File: src/hdl/hold_bcd_pkg.sv
// shared constants, register map and carrier types of the hold and bcd result port
package hold_bcd_pkg;

  // ---------------------------------------------------------------
  // widths and timing
  // ---------------------------------------------------------------
  localparam int VAL_W         = 20;         // signed measurement width
  localparam int MAG_W         = 17;         // magnitude fed to the converter
  localparam int DIGITS        = 5;          // bcd digits on the port
  localparam int CLK_PERIOD_NS = 100;
  localparam int MS_NS         = 1_000_000;
  localparam int MS_CYC        = MS_NS / CLK_PERIOD_NS;  // cycles per millisecond
  localparam int T_SETUP_MS    = 30;         // request edge to valid
  localparam int T_VALID_MS    = 40;         // valid high time
  localparam int T_RELEASE_MS  = 16;         // valid low to data release
  localparam int T_PERIOD_MS   = 64;         // continuous word period
  localparam int T_GAP_MS      = T_PERIOD_MS - T_VALID_MS;
  localparam int T_REARM_MS    = 20;         // reader's least pause before next request

  localparam logic [MAG_W-1:0] DISP_MAX = 17'h1_869F;  // largest five digit value

  // ---------------------------------------------------------------
  // register map (byte offsets on the plain port)
  // ---------------------------------------------------------------
  localparam logic [7:0] ADDR_CTRL    = 8'h00;
  localparam logic [7:0] ADDR_SV0     = 8'h04;   // four set values, one word apart
  localparam logic [7:0] ADDR_HYST    = 8'h14;
  localparam logic [7:0] ADDR_ZLIM    = 8'h18;
  localparam logic [7:0] ADDR_DELAY   = 8'h1C;
  localparam logic [7:0] ADDR_STATUS  = 8'h20;
  localparam logic [7:0] ADDR_VALUE   = 8'h24;
  localparam logic [7:0] ADDR_MAX     = 8'h28;
  localparam logic [7:0] ADDR_MIN     = 8'h2C;
  localparam logic [7:0] ADDR_TRIM    = 8'h30;
  localparam logic [31:0] CTRL_RST    = 32'h0002_0000;  // normal mode, step 1
  localparam logic [7:0]  SV_STRIDE   = 8'h04;

  // ---------------------------------------------------------------
  // carrier types
  // ---------------------------------------------------------------
  typedef enum logic [2:0] {
    MODE_NORMAL, MODE_PEAK, MODE_BOTTOM, MODE_SAMPLE, MODE_P2P
  } hold_mode_type;

  typedef enum logic [2:0] {
    P_IDLE, P_SETUP, P_VALID, P_GAP, P_TAIL
  } port_state_type;

  typedef struct packed {
    logic [10:0]   rsv_hi;
    logic [3:0]    step;       // 1, 2, 5 or 10
    logic          rsv_mid;
    logic [1:0]    disp_sel;   // 0 present, 1 max, 2 min
    logic [2:0]    pass_sel;   // 0 pass, 1..4 hh h l ll, 5 error
    logic [1:0]    color;      // 0 red, 1 green, 2 green on pass, 3 red on pass
    logic [2:0]    rsv_lo;
    logic          reverse;
    logic          standby;
    logic          zero_lim;
    hold_mode_type mode;
  } ctrl_type;

  typedef struct packed {
    logic upper_upper_alarm;
    logic upper_alarm;
    logic pass;
    logic lower_alarm;
    logic lower_lower_alarm;
  } judge_type;

endpackage

File: src/hdl/bcd_convert.sv
// serial binary to bcd converter, one shift per clock
`timescale 1ns/10ps
module bcd_convert #(
  parameter int BIN_W  = 17,
  parameter int DIGITS = 5
) (
  input  wire logic                  ref_clk_i,
  input  wire logic                  sys_rst_i,
  input  wire logic                  start_i,
  input  wire logic [BIN_W-1:0]      bin_i,
  output logic                       done_o,
  output logic [DIGITS*4-1:0]        bcd_o
);

  localparam int SH_W = DIGITS * 4 + BIN_W;

  logic [SH_W-1:0] sh_q;
  logic [SH_W-1:0] adj;
  logic [7:0]      cnt_q;
  logic            busy_q;
  logic            done_q;

  // add three to every digit of five or more before the shift
  assign adj[BIN_W-1:0] = sh_q[BIN_W-1:0];
  for (genvar g = 0; g < DIGITS; g++) begin : g_dig
    wire [3:0] dig = sh_q[BIN_W+4*g +: 4];
    assign adj[BIN_W+4*g +: 4] = (dig >= 4'h5) ? dig + 4'h3 : dig;
  end

  // shift sequencer, done pulses on the same edge as the last shift
  always_ff @(posedge ref_clk_i or posedge sys_rst_i) begin
    if (sys_rst_i) begin
      sh_q   <= '0;
      cnt_q  <= 8'h00;
      busy_q <= 1'b0;
      done_q <= 1'b0;
    end else begin
      done_q <= 1'b0;
      if (start_i) begin
        sh_q   <= {{(DIGITS*4){1'b0}}, bin_i};
        cnt_q  <= 8'(BIN_W);
        busy_q <= 1'b1;
      end else if (busy_q) begin
        sh_q  <= {adj[SH_W-2:0], 1'b0};
        cnt_q <= cnt_q - 8'h01;
        if (cnt_q == 8'h01) begin
          busy_q <= 1'b0;
          done_q <= 1'b1;
        end
      end
    end
  end

  assign done_o = done_q;
  assign bcd_o  = sh_q[SH_W-1 -: DIGITS*4];

endmodule

File: src/hdl/measurement_hold_bcd_output.sv
// hold processing, limit comparators and timed bcd result port of a panel indicator
//
// Summary of operation
// - about 30 ms after request rises, data is placed and valid asserted; here data is placed once converted, well before valid.
// - single word: valid drops 40 ms after rising, data released 16 ms later.
// - while request stays high a fresh word is sent every 64 ms.
// - freeze between words keeps one whole word; lines never go low between.
// - normal mode measures continuously and updates outputs on every result.
// - peak or bottom mode reports largest or smallest value within the gate.
// - sampling mode holds the value taken at each rising trigger edge.
// - peak-to-peak mode reports maximum minus minimum within the gate.
// - standby keeps comparative outputs off until the value first enters pass; here any result ends it while the held judgement is pass, as at power-up.
// - zero trim subtracts a pass reference; only in sampling, peak or bottom.
// - zero limit in normal mode shows 0 for values under the threshold.
// - colour is red, green, or switched by the pass judgement.
// - last digit quantised to step 2, 5 or 10.
// - memory on keeps max and min across power loss until reset input.
// - memory off clears max and min at power-up and at reset input.
// - output reversal inverts every comparative output.
// - hysteresis around set values stops output chatter.
// - startup compensation edge suspends measurement for the set delay.
// - pass terminal may carry another judgement or the error flag.
//
// The implementer's own choices: strobed register access and the register addresses.
`timescale 1ns/10ps
module measurement_hold_bcd_output #(
  parameter int VAL_W  = hold_bcd_pkg::VAL_W,
  parameter int MS_CYC = hold_bcd_pkg::MS_CYC
) (
  input  wire logic                    ref_clk_i,
  input  wire logic                    sys_rst_i,
  input  wire logic [7:0]              addr_i,
  input  wire logic [31:0]             wdata_i,
  input  wire logic                    wr_i,
  input  wire logic                    rd_i,
  output logic [31:0]                  rdata_o,
  input  wire logic signed [VAL_W-1:0] meas_i,
  input  wire logic                    meas_valid_i,
  input  wire logic                    meas_err_i,
  input  wire logic                    request_i,
  input  wire logic                    timing_i,
  input  wire logic                    hold_i,
  input  wire logic                    reset_in_i,
  input  wire logic                    zero_trim_i,
  input  wire logic                    startup_compensation_input_i,
  input  wire logic                    int_mem_i,
  output logic [19:0]                  bcd_data_o,
  output logic                         bcd_sign_o,
  output logic                         bcd_drive_o,
  output logic                         data_valid_o,
  output hold_bcd_pkg::judge_type      judge_o,
  output logic                         color_red_o
);

  typedef logic signed [VAL_W-1:0] val_type;

  // ---------------------------------------------------------------
  // register file
  // ---------------------------------------------------------------
  hold_bcd_pkg::ctrl_type ctrl_q;
  val_type                sv_q [4];
  val_type                hyst_q;
  val_type                zlim_q;
  logic [15:0]            delay_q;
  logic [31:0]            rdata_q;

  wire wr_ctrl  = wr_i && (addr_i == hold_bcd_pkg::ADDR_CTRL);
  wire wr_hyst  = wr_i && (addr_i == hold_bcd_pkg::ADDR_HYST);
  wire wr_zlim  = wr_i && (addr_i == hold_bcd_pkg::ADDR_ZLIM);
  wire wr_delay = wr_i && (addr_i == hold_bcd_pkg::ADDR_DELAY);

  // configuration writes
  always_ff @(posedge ref_clk_i or posedge sys_rst_i) begin
    if (sys_rst_i) begin
      ctrl_q  <= hold_bcd_pkg::CTRL_RST;
      hyst_q  <= '0;
      zlim_q  <= '0;
      delay_q <= 16'h0000;
    end else begin
      if (wr_ctrl)  ctrl_q  <= wdata_i;
      if (wr_hyst)  hyst_q  <= wdata_i[VAL_W-1:0];
      if (wr_zlim)  zlim_q  <= wdata_i[VAL_W-1:0];
      if (wr_delay) delay_q <= wdata_i[15:0];
    end
  end

  // ---------------------------------------------------------------
  // input edges and millisecond tick
  // ---------------------------------------------------------------
  logic [2:0]  req_sync_q;
  logic [2:0]  tim_sync_q;
  logic        trim_in_q;
  logic        sc_in_q;
  logic [15:0] div_q;
  logic [15:0] susp_q;
  logic        clr_tick;

  always_ff @(posedge ref_clk_i or posedge sys_rst_i) begin
    if (sys_rst_i) begin
      req_sync_q <= 3'h0;
      tim_sync_q <= 3'h0;
      trim_in_q  <= 1'b0;
      sc_in_q    <= 1'b0;
    end else begin
      req_sync_q <= {req_sync_q[1:0], request_i};
      tim_sync_q <= {tim_sync_q[1:0], timing_i};
      trim_in_q  <= zero_trim_i;
      sc_in_q    <= startup_compensation_input_i;
    end
  end

  wire req_s    = req_sync_q[1];
  wire req_rise = req_sync_q[1] && !req_sync_q[2];
  wire tim_s    = tim_sync_q[1];
  wire tim_rise = tim_sync_q[1] && !tim_sync_q[2];
  wire tim_fall = !tim_sync_q[1] && tim_sync_q[2];
  wire trim_rise = zero_trim_i && !trim_in_q;
  wire sc_rise   = startup_compensation_input_i && !sc_in_q;
  wire ms_tick   = (div_q == 16'(MS_CYC - 1));

  always_ff @(posedge ref_clk_i or posedge sys_rst_i) begin
    if (sys_rst_i) begin
      div_q  <= 16'h0000;
      susp_q <= 16'h0000;
    end else begin
      div_q <= (clr_tick || ms_tick) ? 16'h0000 : div_q + 16'h0001;
      if (sc_rise)
        susp_q <= delay_q;
      else if (ms_tick && susp_q != 16'h0000)
        susp_q <= susp_q - 16'h0001;
    end
  end

  wire mv_ok = meas_valid_i && (susp_q == 16'h0000);

  // ---------------------------------------------------------------
  // hold modes
  // ---------------------------------------------------------------
  val_type pv_q;
  val_type hold_q;
  val_type trk_max_q;
  val_type trk_min_q;
  val_type trim_q;
  logic    trk_first_q;
  logic    upd_q;

  wire is_norm = (ctrl_q.mode == hold_bcd_pkg::MODE_NORMAL);
  wire is_samp = (ctrl_q.mode == hold_bcd_pkg::MODE_SAMPLE);
  wire is_peak = (ctrl_q.mode == hold_bcd_pkg::MODE_PEAK);
  wire is_bot  = (ctrl_q.mode == hold_bcd_pkg::MODE_BOTTOM);
  wire is_p2p  = (ctrl_q.mode == hold_bcd_pkg::MODE_P2P);
  wire gate_end = tim_fall && !trk_first_q && (is_peak || is_bot || is_p2p);

  wire     upd   = (is_norm && mv_ok) || (is_samp && tim_rise) || gate_end;
  wire val_type hold_d = is_norm ? meas_i :
                         is_samp ? pv_q :
                         is_peak ? trk_max_q :
                         is_bot  ? trk_min_q : val_type'(trk_max_q - trk_min_q);
  wire trk_take = mv_ok && tim_s;

  always_ff @(posedge ref_clk_i or posedge sys_rst_i) begin
    if (sys_rst_i) begin
      pv_q        <= '0;
      hold_q      <= '0;
      trk_max_q   <= '0;
      trk_min_q   <= '0;
      trk_first_q <= 1'b1;
      upd_q       <= 1'b0;
    end else begin
      upd_q <= upd;
      if (mv_ok) pv_q <= meas_i;
      if (upd)   hold_q <= hold_d;
      if (tim_rise) begin
        trk_first_q <= 1'b1;
      end else if (trk_take) begin
        trk_first_q <= 1'b0;
        if (trk_first_q || meas_i > trk_max_q) trk_max_q <= meas_i;
        if (trk_first_q || meas_i < trk_min_q) trk_min_q <= meas_i;
      end
    end
  end

  // trim reference in trim capable modes only
  wire     trim_ok = is_samp || is_peak || is_bot;
  wire val_type val = val_type'(hold_q - (trim_ok ? trim_q : val_type'(0)));
  wire val_type disp = (ctrl_q.zero_lim && is_norm && val < zlim_q) ? val_type'(0) : val;

  // ---------------------------------------------------------------
  // comparators with hysteresis
  // ---------------------------------------------------------------
  logic [3:0] cmp_q;   // hh, h, l, ll

  for (genvar i = 0; i < 4; i++) begin : g_cmp
    wire wr_sv = wr_i && (addr_i == 8'(hold_bcd_pkg::ADDR_SV0 + hold_bcd_pkg::SV_STRIDE * i));
    wire is_hi = (i < 2);
    // on at set value, off past the band
    wire on_c  = is_hi ? (val >= sv_q[i]) : (val <= sv_q[i]);
    wire off_c = is_hi ? (val < val_type'(sv_q[i] - hyst_q))
                       : (val > val_type'(sv_q[i] + hyst_q));
    always_ff @(posedge ref_clk_i or posedge sys_rst_i) begin
      if (sys_rst_i) begin
        sv_q[i]  <= '0;
        cmp_q[i] <= 1'b0;
      end else begin
        if (wr_sv) sv_q[i] <= wdata_i[VAL_W-1:0];
        if (upd_q && on_c)
          cmp_q[i] <= 1'b1;
        else if (upd_q && off_c)
          cmp_q[i] <= 1'b0;
      end
    end
  end

  // judgement and output shaping
  wire pass_now = !cmp_q[1] && !cmp_q[2] && !meas_err_i;
  wire pass_term = (ctrl_q.pass_sel == 3'h1) ? cmp_q[0] :
                   (ctrl_q.pass_sel == 3'h2) ? cmp_q[1] :
                   (ctrl_q.pass_sel == 3'h3) ? cmp_q[2] :
                   (ctrl_q.pass_sel == 3'h4) ? cmp_q[3] :
                   (ctrl_q.pass_sel == 3'h5) ? meas_err_i : pass_now;
  wire [4:0] judge_raw = {cmp_q[0], cmp_q[1], pass_term, cmp_q[2], cmp_q[3]};
  wire [4:0] judge_pol = ctrl_q.reverse ? ~judge_raw : judge_raw;
  logic      stb_q;
  wire [4:0] judge_d = (ctrl_q.standby && stb_q) ? 5'h00 : judge_pol;
  wire red_d = (ctrl_q.color == 2'h0) ? 1'b1 :
               (ctrl_q.color == 2'h1) ? 1'b0 :
               (ctrl_q.color == 2'h2) ? !pass_now : pass_now;

  always_ff @(posedge ref_clk_i or posedge sys_rst_i) begin
    if (sys_rst_i) begin
      stb_q       <= 1'b1;
      trim_q      <= '0;
      judge_o     <= '0;
      color_red_o <= 1'b1;
    end else begin
      judge_o     <= judge_d;
      color_red_o <= red_d;
      if (reset_in_i)
        stb_q <= 1'b1;
      else if (upd_q && pass_now)
        stb_q <= 1'b0;
      if (trim_rise && trim_ok && pass_now) trim_q <= hold_q;
    end
  end

  // ---------------------------------------------------------------
  // max and min memory
  // ---------------------------------------------------------------
  val_type mx_q;
  val_type mn_q;
  logic    mm_empty_q;
  logic    pwr_clr_q;

  // power-up marker, cleared on the first edge
  always_ff @(posedge ref_clk_i or posedge sys_rst_i) begin
    if (sys_rst_i) pwr_clr_q <= 1'b1;
    else           pwr_clr_q <= 1'b0;
  end

  // clear on reset input, or at power-up when memory is off
  wire mm_clr = reset_in_i || (pwr_clr_q && !int_mem_i);

  // retained store: no reset so contents survive a power reset
  always_ff @(posedge ref_clk_i) begin
    if (mm_clr) begin
      mm_empty_q <= 1'b1;
      mx_q       <= '0;
      mn_q       <= '0;
    end else if (mv_ok) begin
      mm_empty_q <= 1'b0;
      if (mm_empty_q || meas_i > mx_q) mx_q <= meas_i;
      if (mm_empty_q || meas_i < mn_q) mn_q <= meas_i;
    end
  end

  // ---------------------------------------------------------------
  // bcd conversion of the selected value
  // ---------------------------------------------------------------
  localparam int MAG_W = hold_bcd_pkg::MAG_W;

  wire val_type src = (ctrl_q.disp_sel == 2'h1) ? mx_q :
                      (ctrl_q.disp_sel == 2'h2) ? mn_q : disp;
  wire          neg = src[VAL_W-1];
  wire val_type mag_full = neg ? val_type'(-src) : src;
  wire [MAG_W-1:0] mag = (mag_full > val_type'(hold_bcd_pkg::DISP_MAX))
                         ? hold_bcd_pkg::DISP_MAX : mag_full[MAG_W-1:0];

  logic        conv_start;
  logic        conv_done;
  logic [19:0] conv_bcd;
  logic        sign_lat_q;

  bcd_convert #(
    .BIN_W  (MAG_W),
    .DIGITS (hold_bcd_pkg::DIGITS)
  ) u_conv (
    .ref_clk_i (ref_clk_i),
    .sys_rst_i (sys_rst_i),
    .start_i   (conv_start),
    .bin_i     (mag),
    .done_o    (conv_done),
    .bcd_o     (conv_bcd)
  );

  wire [3:0] d0 = conv_bcd[3:0];
  wire [3:0] d0_step = (ctrl_q.step == 4'h2) ? (d0 & 4'hE) :
                       (ctrl_q.step == 4'h5) ? ((d0 >= 4'h5) ? 4'h5 : 4'h0) :
                       (ctrl_q.step == 4'hA) ? 4'h0 : d0;

  // ---------------------------------------------------------------
  // bcd port sequencer
  // ---------------------------------------------------------------
  hold_bcd_pkg::port_state_type pst_q;
  hold_bcd_pkg::port_state_type pst_d;
  logic [7:0] ms_cnt_q;

  wire at_setup = ms_tick && (ms_cnt_q == 8'(hold_bcd_pkg::T_SETUP_MS - 1));
  wire at_valid = ms_tick && (ms_cnt_q == 8'(hold_bcd_pkg::T_VALID_MS - 1));
  wire at_gap   = ms_tick && (ms_cnt_q == 8'(hold_bcd_pkg::T_GAP_MS - 1));
  wire at_rel   = ms_tick && (ms_cnt_q == 8'(hold_bcd_pkg::T_RELEASE_MS - 1));

  // next state
  always_comb begin
    pst_d = pst_q;
    case (pst_q)
      hold_bcd_pkg::P_IDLE:  if (req_rise) pst_d = hold_bcd_pkg::P_SETUP;
      hold_bcd_pkg::P_SETUP: if (at_setup) pst_d = hold_bcd_pkg::P_VALID;
      hold_bcd_pkg::P_VALID: begin
        if (at_valid) pst_d = req_s ? hold_bcd_pkg::P_GAP : hold_bcd_pkg::P_TAIL;
      end
      hold_bcd_pkg::P_GAP: begin
        if (!req_s)      pst_d = hold_bcd_pkg::P_TAIL;
        else if (at_gap) pst_d = hold_bcd_pkg::P_VALID;
      end
      hold_bcd_pkg::P_TAIL:  if (at_rel) pst_d = hold_bcd_pkg::P_IDLE;
      default:               pst_d = hold_bcd_pkg::P_IDLE;
    endcase
  end

  assign clr_tick   = (pst_d != pst_q);
  assign conv_start = (pst_q == hold_bcd_pkg::P_IDLE && req_rise) ||
                      (pst_q == hold_bcd_pkg::P_VALID && pst_d == hold_bcd_pkg::P_GAP);
  // freeze keeps the previous whole word
  wire load = conv_done && ((pst_q == hold_bcd_pkg::P_SETUP) ||
                            (pst_q == hold_bcd_pkg::P_GAP && !hold_i));
  wire release_now = (pst_q == hold_bcd_pkg::P_TAIL) && at_rel;

  always_ff @(posedge ref_clk_i or posedge sys_rst_i) begin
    if (sys_rst_i) begin
      pst_q        <= hold_bcd_pkg::P_IDLE;
      ms_cnt_q     <= 8'h00;
      sign_lat_q   <= 1'b0;
      bcd_data_o   <= 20'h0_0000;
      bcd_sign_o   <= 1'b0;
      bcd_drive_o  <= 1'b0;
      data_valid_o <= 1'b0;
    end else begin
      pst_q        <= pst_d;
      ms_cnt_q     <= clr_tick ? 8'h00 : (ms_tick ? ms_cnt_q + 8'h01 : ms_cnt_q);
      data_valid_o <= (pst_d == hold_bcd_pkg::P_VALID);
      if (conv_start) sign_lat_q <= neg;
      if (load) begin
        bcd_data_o  <= {conv_bcd[19:4], d0_step};
        bcd_sign_o  <= sign_lat_q;
        bcd_drive_o <= 1'b1;
      end else if (release_now) begin
        bcd_data_o  <= 20'h0_0000;
        bcd_sign_o  <= 1'b0;
        bcd_drive_o <= 1'b0;
      end
    end
  end

  // ---------------------------------------------------------------
  // register read port
  // ---------------------------------------------------------------
  wire [31:0] status = {21'h00_0000, pst_q, stb_q, (susp_q != 16'h0000),
                        mm_empty_q, judge_raw};
  wire [31:0] rd_mux =
    (addr_i == hold_bcd_pkg::ADDR_CTRL)   ? ctrl_q :
    (addr_i == hold_bcd_pkg::ADDR_HYST)   ? 32'(hyst_q) :
    (addr_i == hold_bcd_pkg::ADDR_ZLIM)   ? 32'(zlim_q) :
    (addr_i == hold_bcd_pkg::ADDR_DELAY)  ? {16'h0000, delay_q} :
    (addr_i == hold_bcd_pkg::ADDR_STATUS) ? status :
    (addr_i == hold_bcd_pkg::ADDR_VALUE)  ? 32'(disp) :
    (addr_i == hold_bcd_pkg::ADDR_MAX)    ? 32'(mx_q) :
    (addr_i == hold_bcd_pkg::ADDR_MIN)    ? 32'(mn_q) :
    (addr_i == hold_bcd_pkg::ADDR_TRIM)   ? 32'(trim_q) :
    (addr_i == hold_bcd_pkg::ADDR_SV0)    ? 32'(sv_q[0]) :
    (addr_i == 8'h08)                     ? 32'(sv_q[1]) :
    (addr_i == 8'h0C)                     ? 32'(sv_q[2]) :
    (addr_i == 8'h10)                     ? 32'(sv_q[3]) : 32'h0000_0000;

  // read data stands one cycle, zero otherwise
  always_ff @(posedge ref_clk_i or posedge sys_rst_i) begin
    if (sys_rst_i) rdata_q <= 32'h0000_0000;
    else           rdata_q <= rd_i ? rd_mux : 32'h0000_0000;
  end

  assign rdata_o = rdata_q;

endmodule

File: config.mk
export PLATFORM = sky130hd
export DESIGN_NAME = measurement_hold_bcd_output
export DESIGN_NICKNAME = d
export VERILOG_FILES = /design/src/hdl/hold_bcd_pkg.sv /design/src/hdl/bcd_convert.sv /design/src/hdl/measurement_hold_bcd_output.sv
export SDC_FILE = /design/constraint.sdc
export NUM_CORES = 2
export LEC_CHECK = 0
export BUFFER_PORTS_ARGS = -buffer_cell sky130_fd_sc_hd__buf_4
export CORE_ASPECT_RATIO = 1.4
export CORE_MARGIN = 3
export CORE_UTILIZATION = 62
export DETAILED_ROUTE_END_ITERATION = 10
export PLACE_DENSITY = 0.79
export SKIP_LAST_GASP = 1
export SYNTH_ARGS = -nofsm -noshare
export SYNTH_HDL_FRONTEND = slang
export SYNTH_SLANG_ARGS = --single-unit
File: constraint.sdc
create_clock -name ref_clk_i -period 17.4 [get_ports ref_clk_i]
set_clock_uncertainty 0.15 [all_clocks]
set_input_delay 1.74 -clock ref_clk_i [delete_from_list [all_inputs] [get_ports ref_clk_i]]
set_output_delay 1.74 -clock ref_clk_i [all_outputs]
set_load 0.05 [all_outputs]
==> summary.md <==
| Metric | Value |
|---|---|
| Die Height | 283.0 microns |
| Input/output buffers | 133 |
| Syn Inst Count | 3,664 |
| Num ports | 134 |
| CP Capture Type | flop |
| Crit path kind | flop to flop |
| Number of flops mapped to enable cells by yosys | 0 |
| Clock Sinks | 477 |
| CTS tree | built |
| Reg2Reg Setup Slack | 8.32 ns |
| Clk_lat worst skew | 0.61 ns |
| Initial DRC count | 2,644 |
| Worst Path Arrival | 9.45 ns |
| Final hold vios | 0 |
| Syn_nets | 4,129 |
| Clk root buf | clkbuf_16 |
| Via-per-instance ratio | 6.550 |
| CTS Buffer Depth | 3 |
| Top cells by area, synth | dfrtp_1 (32%), ha_1 (14%), mux2_2 (7.7%) |
| First-pass GRT wire length | 172.9 mm |
| Final Power | 6.456 mW |
| Max cap viols | 0 |
| Final Instance Area | 0.03756 sq mm |
| Number of synthesized register bits | 477 |
| Critical path's slowest cell | nand3_1 |
| Cells on worst reg2reg path | 28 |
| Mapped Area | 0.03398 sq mm |
| Pins Over Slew Limit | 0 |
| Routability cong. | 1.050 |
| WL final | 114.0 mm |
| Yosys top cell by area | dfrtp_1 |
| Final core occ | 69.98% |
| Post-Syn Area per Cell | 9.273 sq um |
| Highest clock rate | 110.1 MHz |
| Post-DP HPWL | 85.02 mm |
| Final worst setup slack | 8.320 ns |
| Unique masters post-synth | 91 |
| Final ANT Viol Nets | 0 |
| Die ar. | 0.05769 sq mm |
| TritonCTS Buffers | 49 |
| Worst slew margin | 22.06% |
| Layout Nets | 4,237 |
| Unrepaired setup endpoints after global routing | false |
| GRT overflow | 0 |
| Crit path time final | 9.080 ns |
| Largest net degree at the start of global routing | 109 |
| Post-CTS setup repair buffer count | 0 |
| Chip Width | 203.8 microns |
| Hold path depth | 0 |
| Worst Setup Slack post-DPL | 8.524 ns |
| Maximum VDD drop | 125.2 uV |
| Async set-reset flop share out of synthesis | 91.40% |
| Diodes inserted | 0 |
| Share of layout cells above drive strength 1 | 15.45% |
| Source of the worst hold timing path | tim_sync_q[0] |
| Residual DRC count | 0 |
| Detailed-route wire length per cell | 25.18 microns |
| Number of global-route vias before repair | 29.73k |
| Worst path max stage delay | 0.76 ns |
| Row count | 100 |
| Initial antenna violation count | 0 |
| Cts-stage hold buffer count | 0 |
| Worst-Margin Slew | 1.154 ns |
| Final Setup Violations | 0 |
| Outcome | complete, no violations |
| Most frequent cell after synthesis | dfrtp_1 |
| Post-synth top flop | dfrtp_1 |
| Tcrit/Tclk final | 52.19% |
| Data required time at the worst endpoint | 17.77 ns |
| Max H-tree Level | 2 |
| Startpoint types | flop |
| Placed Area | 0.03588 sq mm |
| GRT Total Usage | 38.99% |
| Total core area | 0.05368 sq mm |
| Hold Path Sink | tim_sync_q[1] |
| Register area share after synthesis | 34.55% |
| Layout fillers | 4,271 |
| Vias | 29.65k |
| Worst min path class | flop to flop |
| Initial core utilization | 63.30% |
| Static Leak | 17.34 nW |
| Commonest cells post-synth | dfrtp_1 (431), ha_1 (386), nand2_1 (350) |
| Reg2reg start | ctrl_q[2] |
| Yosys warns | 0 |
| FF-to-FF End | u_conv.sh_q[12] |
| Yosys top cell area share | 31.74% |
| Post-CTS resize count | 0 |
| Clk slew on worst S/H paths | 0.07 ns |
| Crit-path max FO | 24 |
| Setup tns final | 0 ns |
| Drt pass-1 iters | 8 |
| P&R area growth vs syn | 10.55% |
| Pwr dens | 171.9 mW/mm^2 |
registers in the layout, summed over array words and instances (netlist names), 20 cells and up:
register	count
ctrl_q	32
rdata_o	32
u_conv.sh_q	37
zlim_q	20
hold_q	20
trim_q	20
mn_q	20
pv_q	20
mx_q	20
trk_max_q	20
hyst_q	20
trk_min_q	20
sv_q	80
bcd_data_o	20
metrics by stage:
step           hold slack (ns)  instances
2_1_floorplan           0.1812       3664
3_3_place_gp            0.2116       4435
3_5_place_dp            0.2194       4435
4_1_cts                 0.2304       4526
5_1_grt                 0.2529       4526
6_report                0.2397       4526
cell usage in the layout (no fill, tap or decap), types with 21 or more instances in the layout:
master,n
dfxtp_1,41
nor2_1,233
nand4_1,62
nor4_1,25
and2_1,21
mux2_2,232
xor2_1,64
nand3_1,59
buf_4,196
o21ai_0,196
mux2i_1,66
a221oi_1,27
nor2b_1,51
o21a_1,38
a31oi_1,30
a21oi_1,238
ha_1,386
clkbuf_16,49
xnor2_1,101
nand2b_1,55
inv_1,268
and3_1,24
nor3_1,56
nand2_1,349
a21o_1,73
a211oi_1,31
dfrtp_1,431
a22oi_1,57
final cells by class:
type,count,area (sq um),share of cell area [%]
Multi-Input combinational cell,2776,20740,55.23
Clock buffer,59,1314,3.498
Sequential cell,477,11740,31.25
Timing Repair Buffer,196,1471,3.917
Clock inverter,32,372.9,0.9926
Inverter,272,1028,2.738
Tap cell,714,893.4,2.378
power breakdown:
group | total (mW) | internal, mW | switching [mW]
sequential | 1.53 | 1.31 | 0.220
combinational | 3.81 | 1.52 | 2.29
clock | 1.12 | 0.636 | 0.480
total | 6.46 | 3.47 | 2.99
per-layer routing:
metal / vias up / global-route usage, % / share of wire, %
li1: 13413 / - / -
met1: 14301 / 44.87 / 36
met2: 1424 / 62.57 / 46
met3: 508 / 7.292 / 8.1
met4: 0 / 32.66 / 11
met5: - / 0 / 0
kinds of logic (layout without fill, tap and decap cells):
| logic type | after synthesis | in the layout | synth area share [%] |
|---|---|---|---|
| muxes | 310 | 310 | 10.43 |
| other | 1 | 1 | 0.01104 |
| DFF | 477 | 477 | 34.55 |
| xor gates and xnor gates | 165 | 165 | 4.253 |
| AOI/OAI and AO/OA | 885 | 885 | 17.02 |
| buffers and inverters | 411 | 559 | 4.644 |
| adders and majority gates | 392 | 392 | 14.57 |
| and+or+nand+nor | 1023 | 1023 | 14.53 |
how the worst max path moves through the flow:
| stage | start | endpoint | slack, ns | cells after the start |
|---|---|---|---|---|
| after floorplan | sys_rst_i | bcd_data_o[0] | 3.37 | 1 |
| after global placement | ctrl_q[2] | u_conv.sh_q[14] | 8.71 | 28 |
| after detailed placement | ctrl_q[2] | u_conv.sh_q[12] | 8.52 | 28 |
| after CTS | ctrl_q[2] | u_conv.sh_q[12] | 8.47 | 28 |
| after global routing | ctrl_q[2] | u_conv.sh_q[11] | 7.90 | 28 |
| final | ctrl_q[2] | u_conv.sh_q[12] | 8.32 | 28 |
worst max-delay path: cells and delay by family (launching register included):
kind                       cells  cell delay, ns
AOI/OAI and AO/OA             12            4.14
and+or+nand+nor                9            2.54
adders and majority gates      3            0.88
DFF                            1            0.62
buffers and inverters          3            0.50
xor gates and xnor gates       1            0.14
Note: power is estimated with default switching activity, not from simulation.
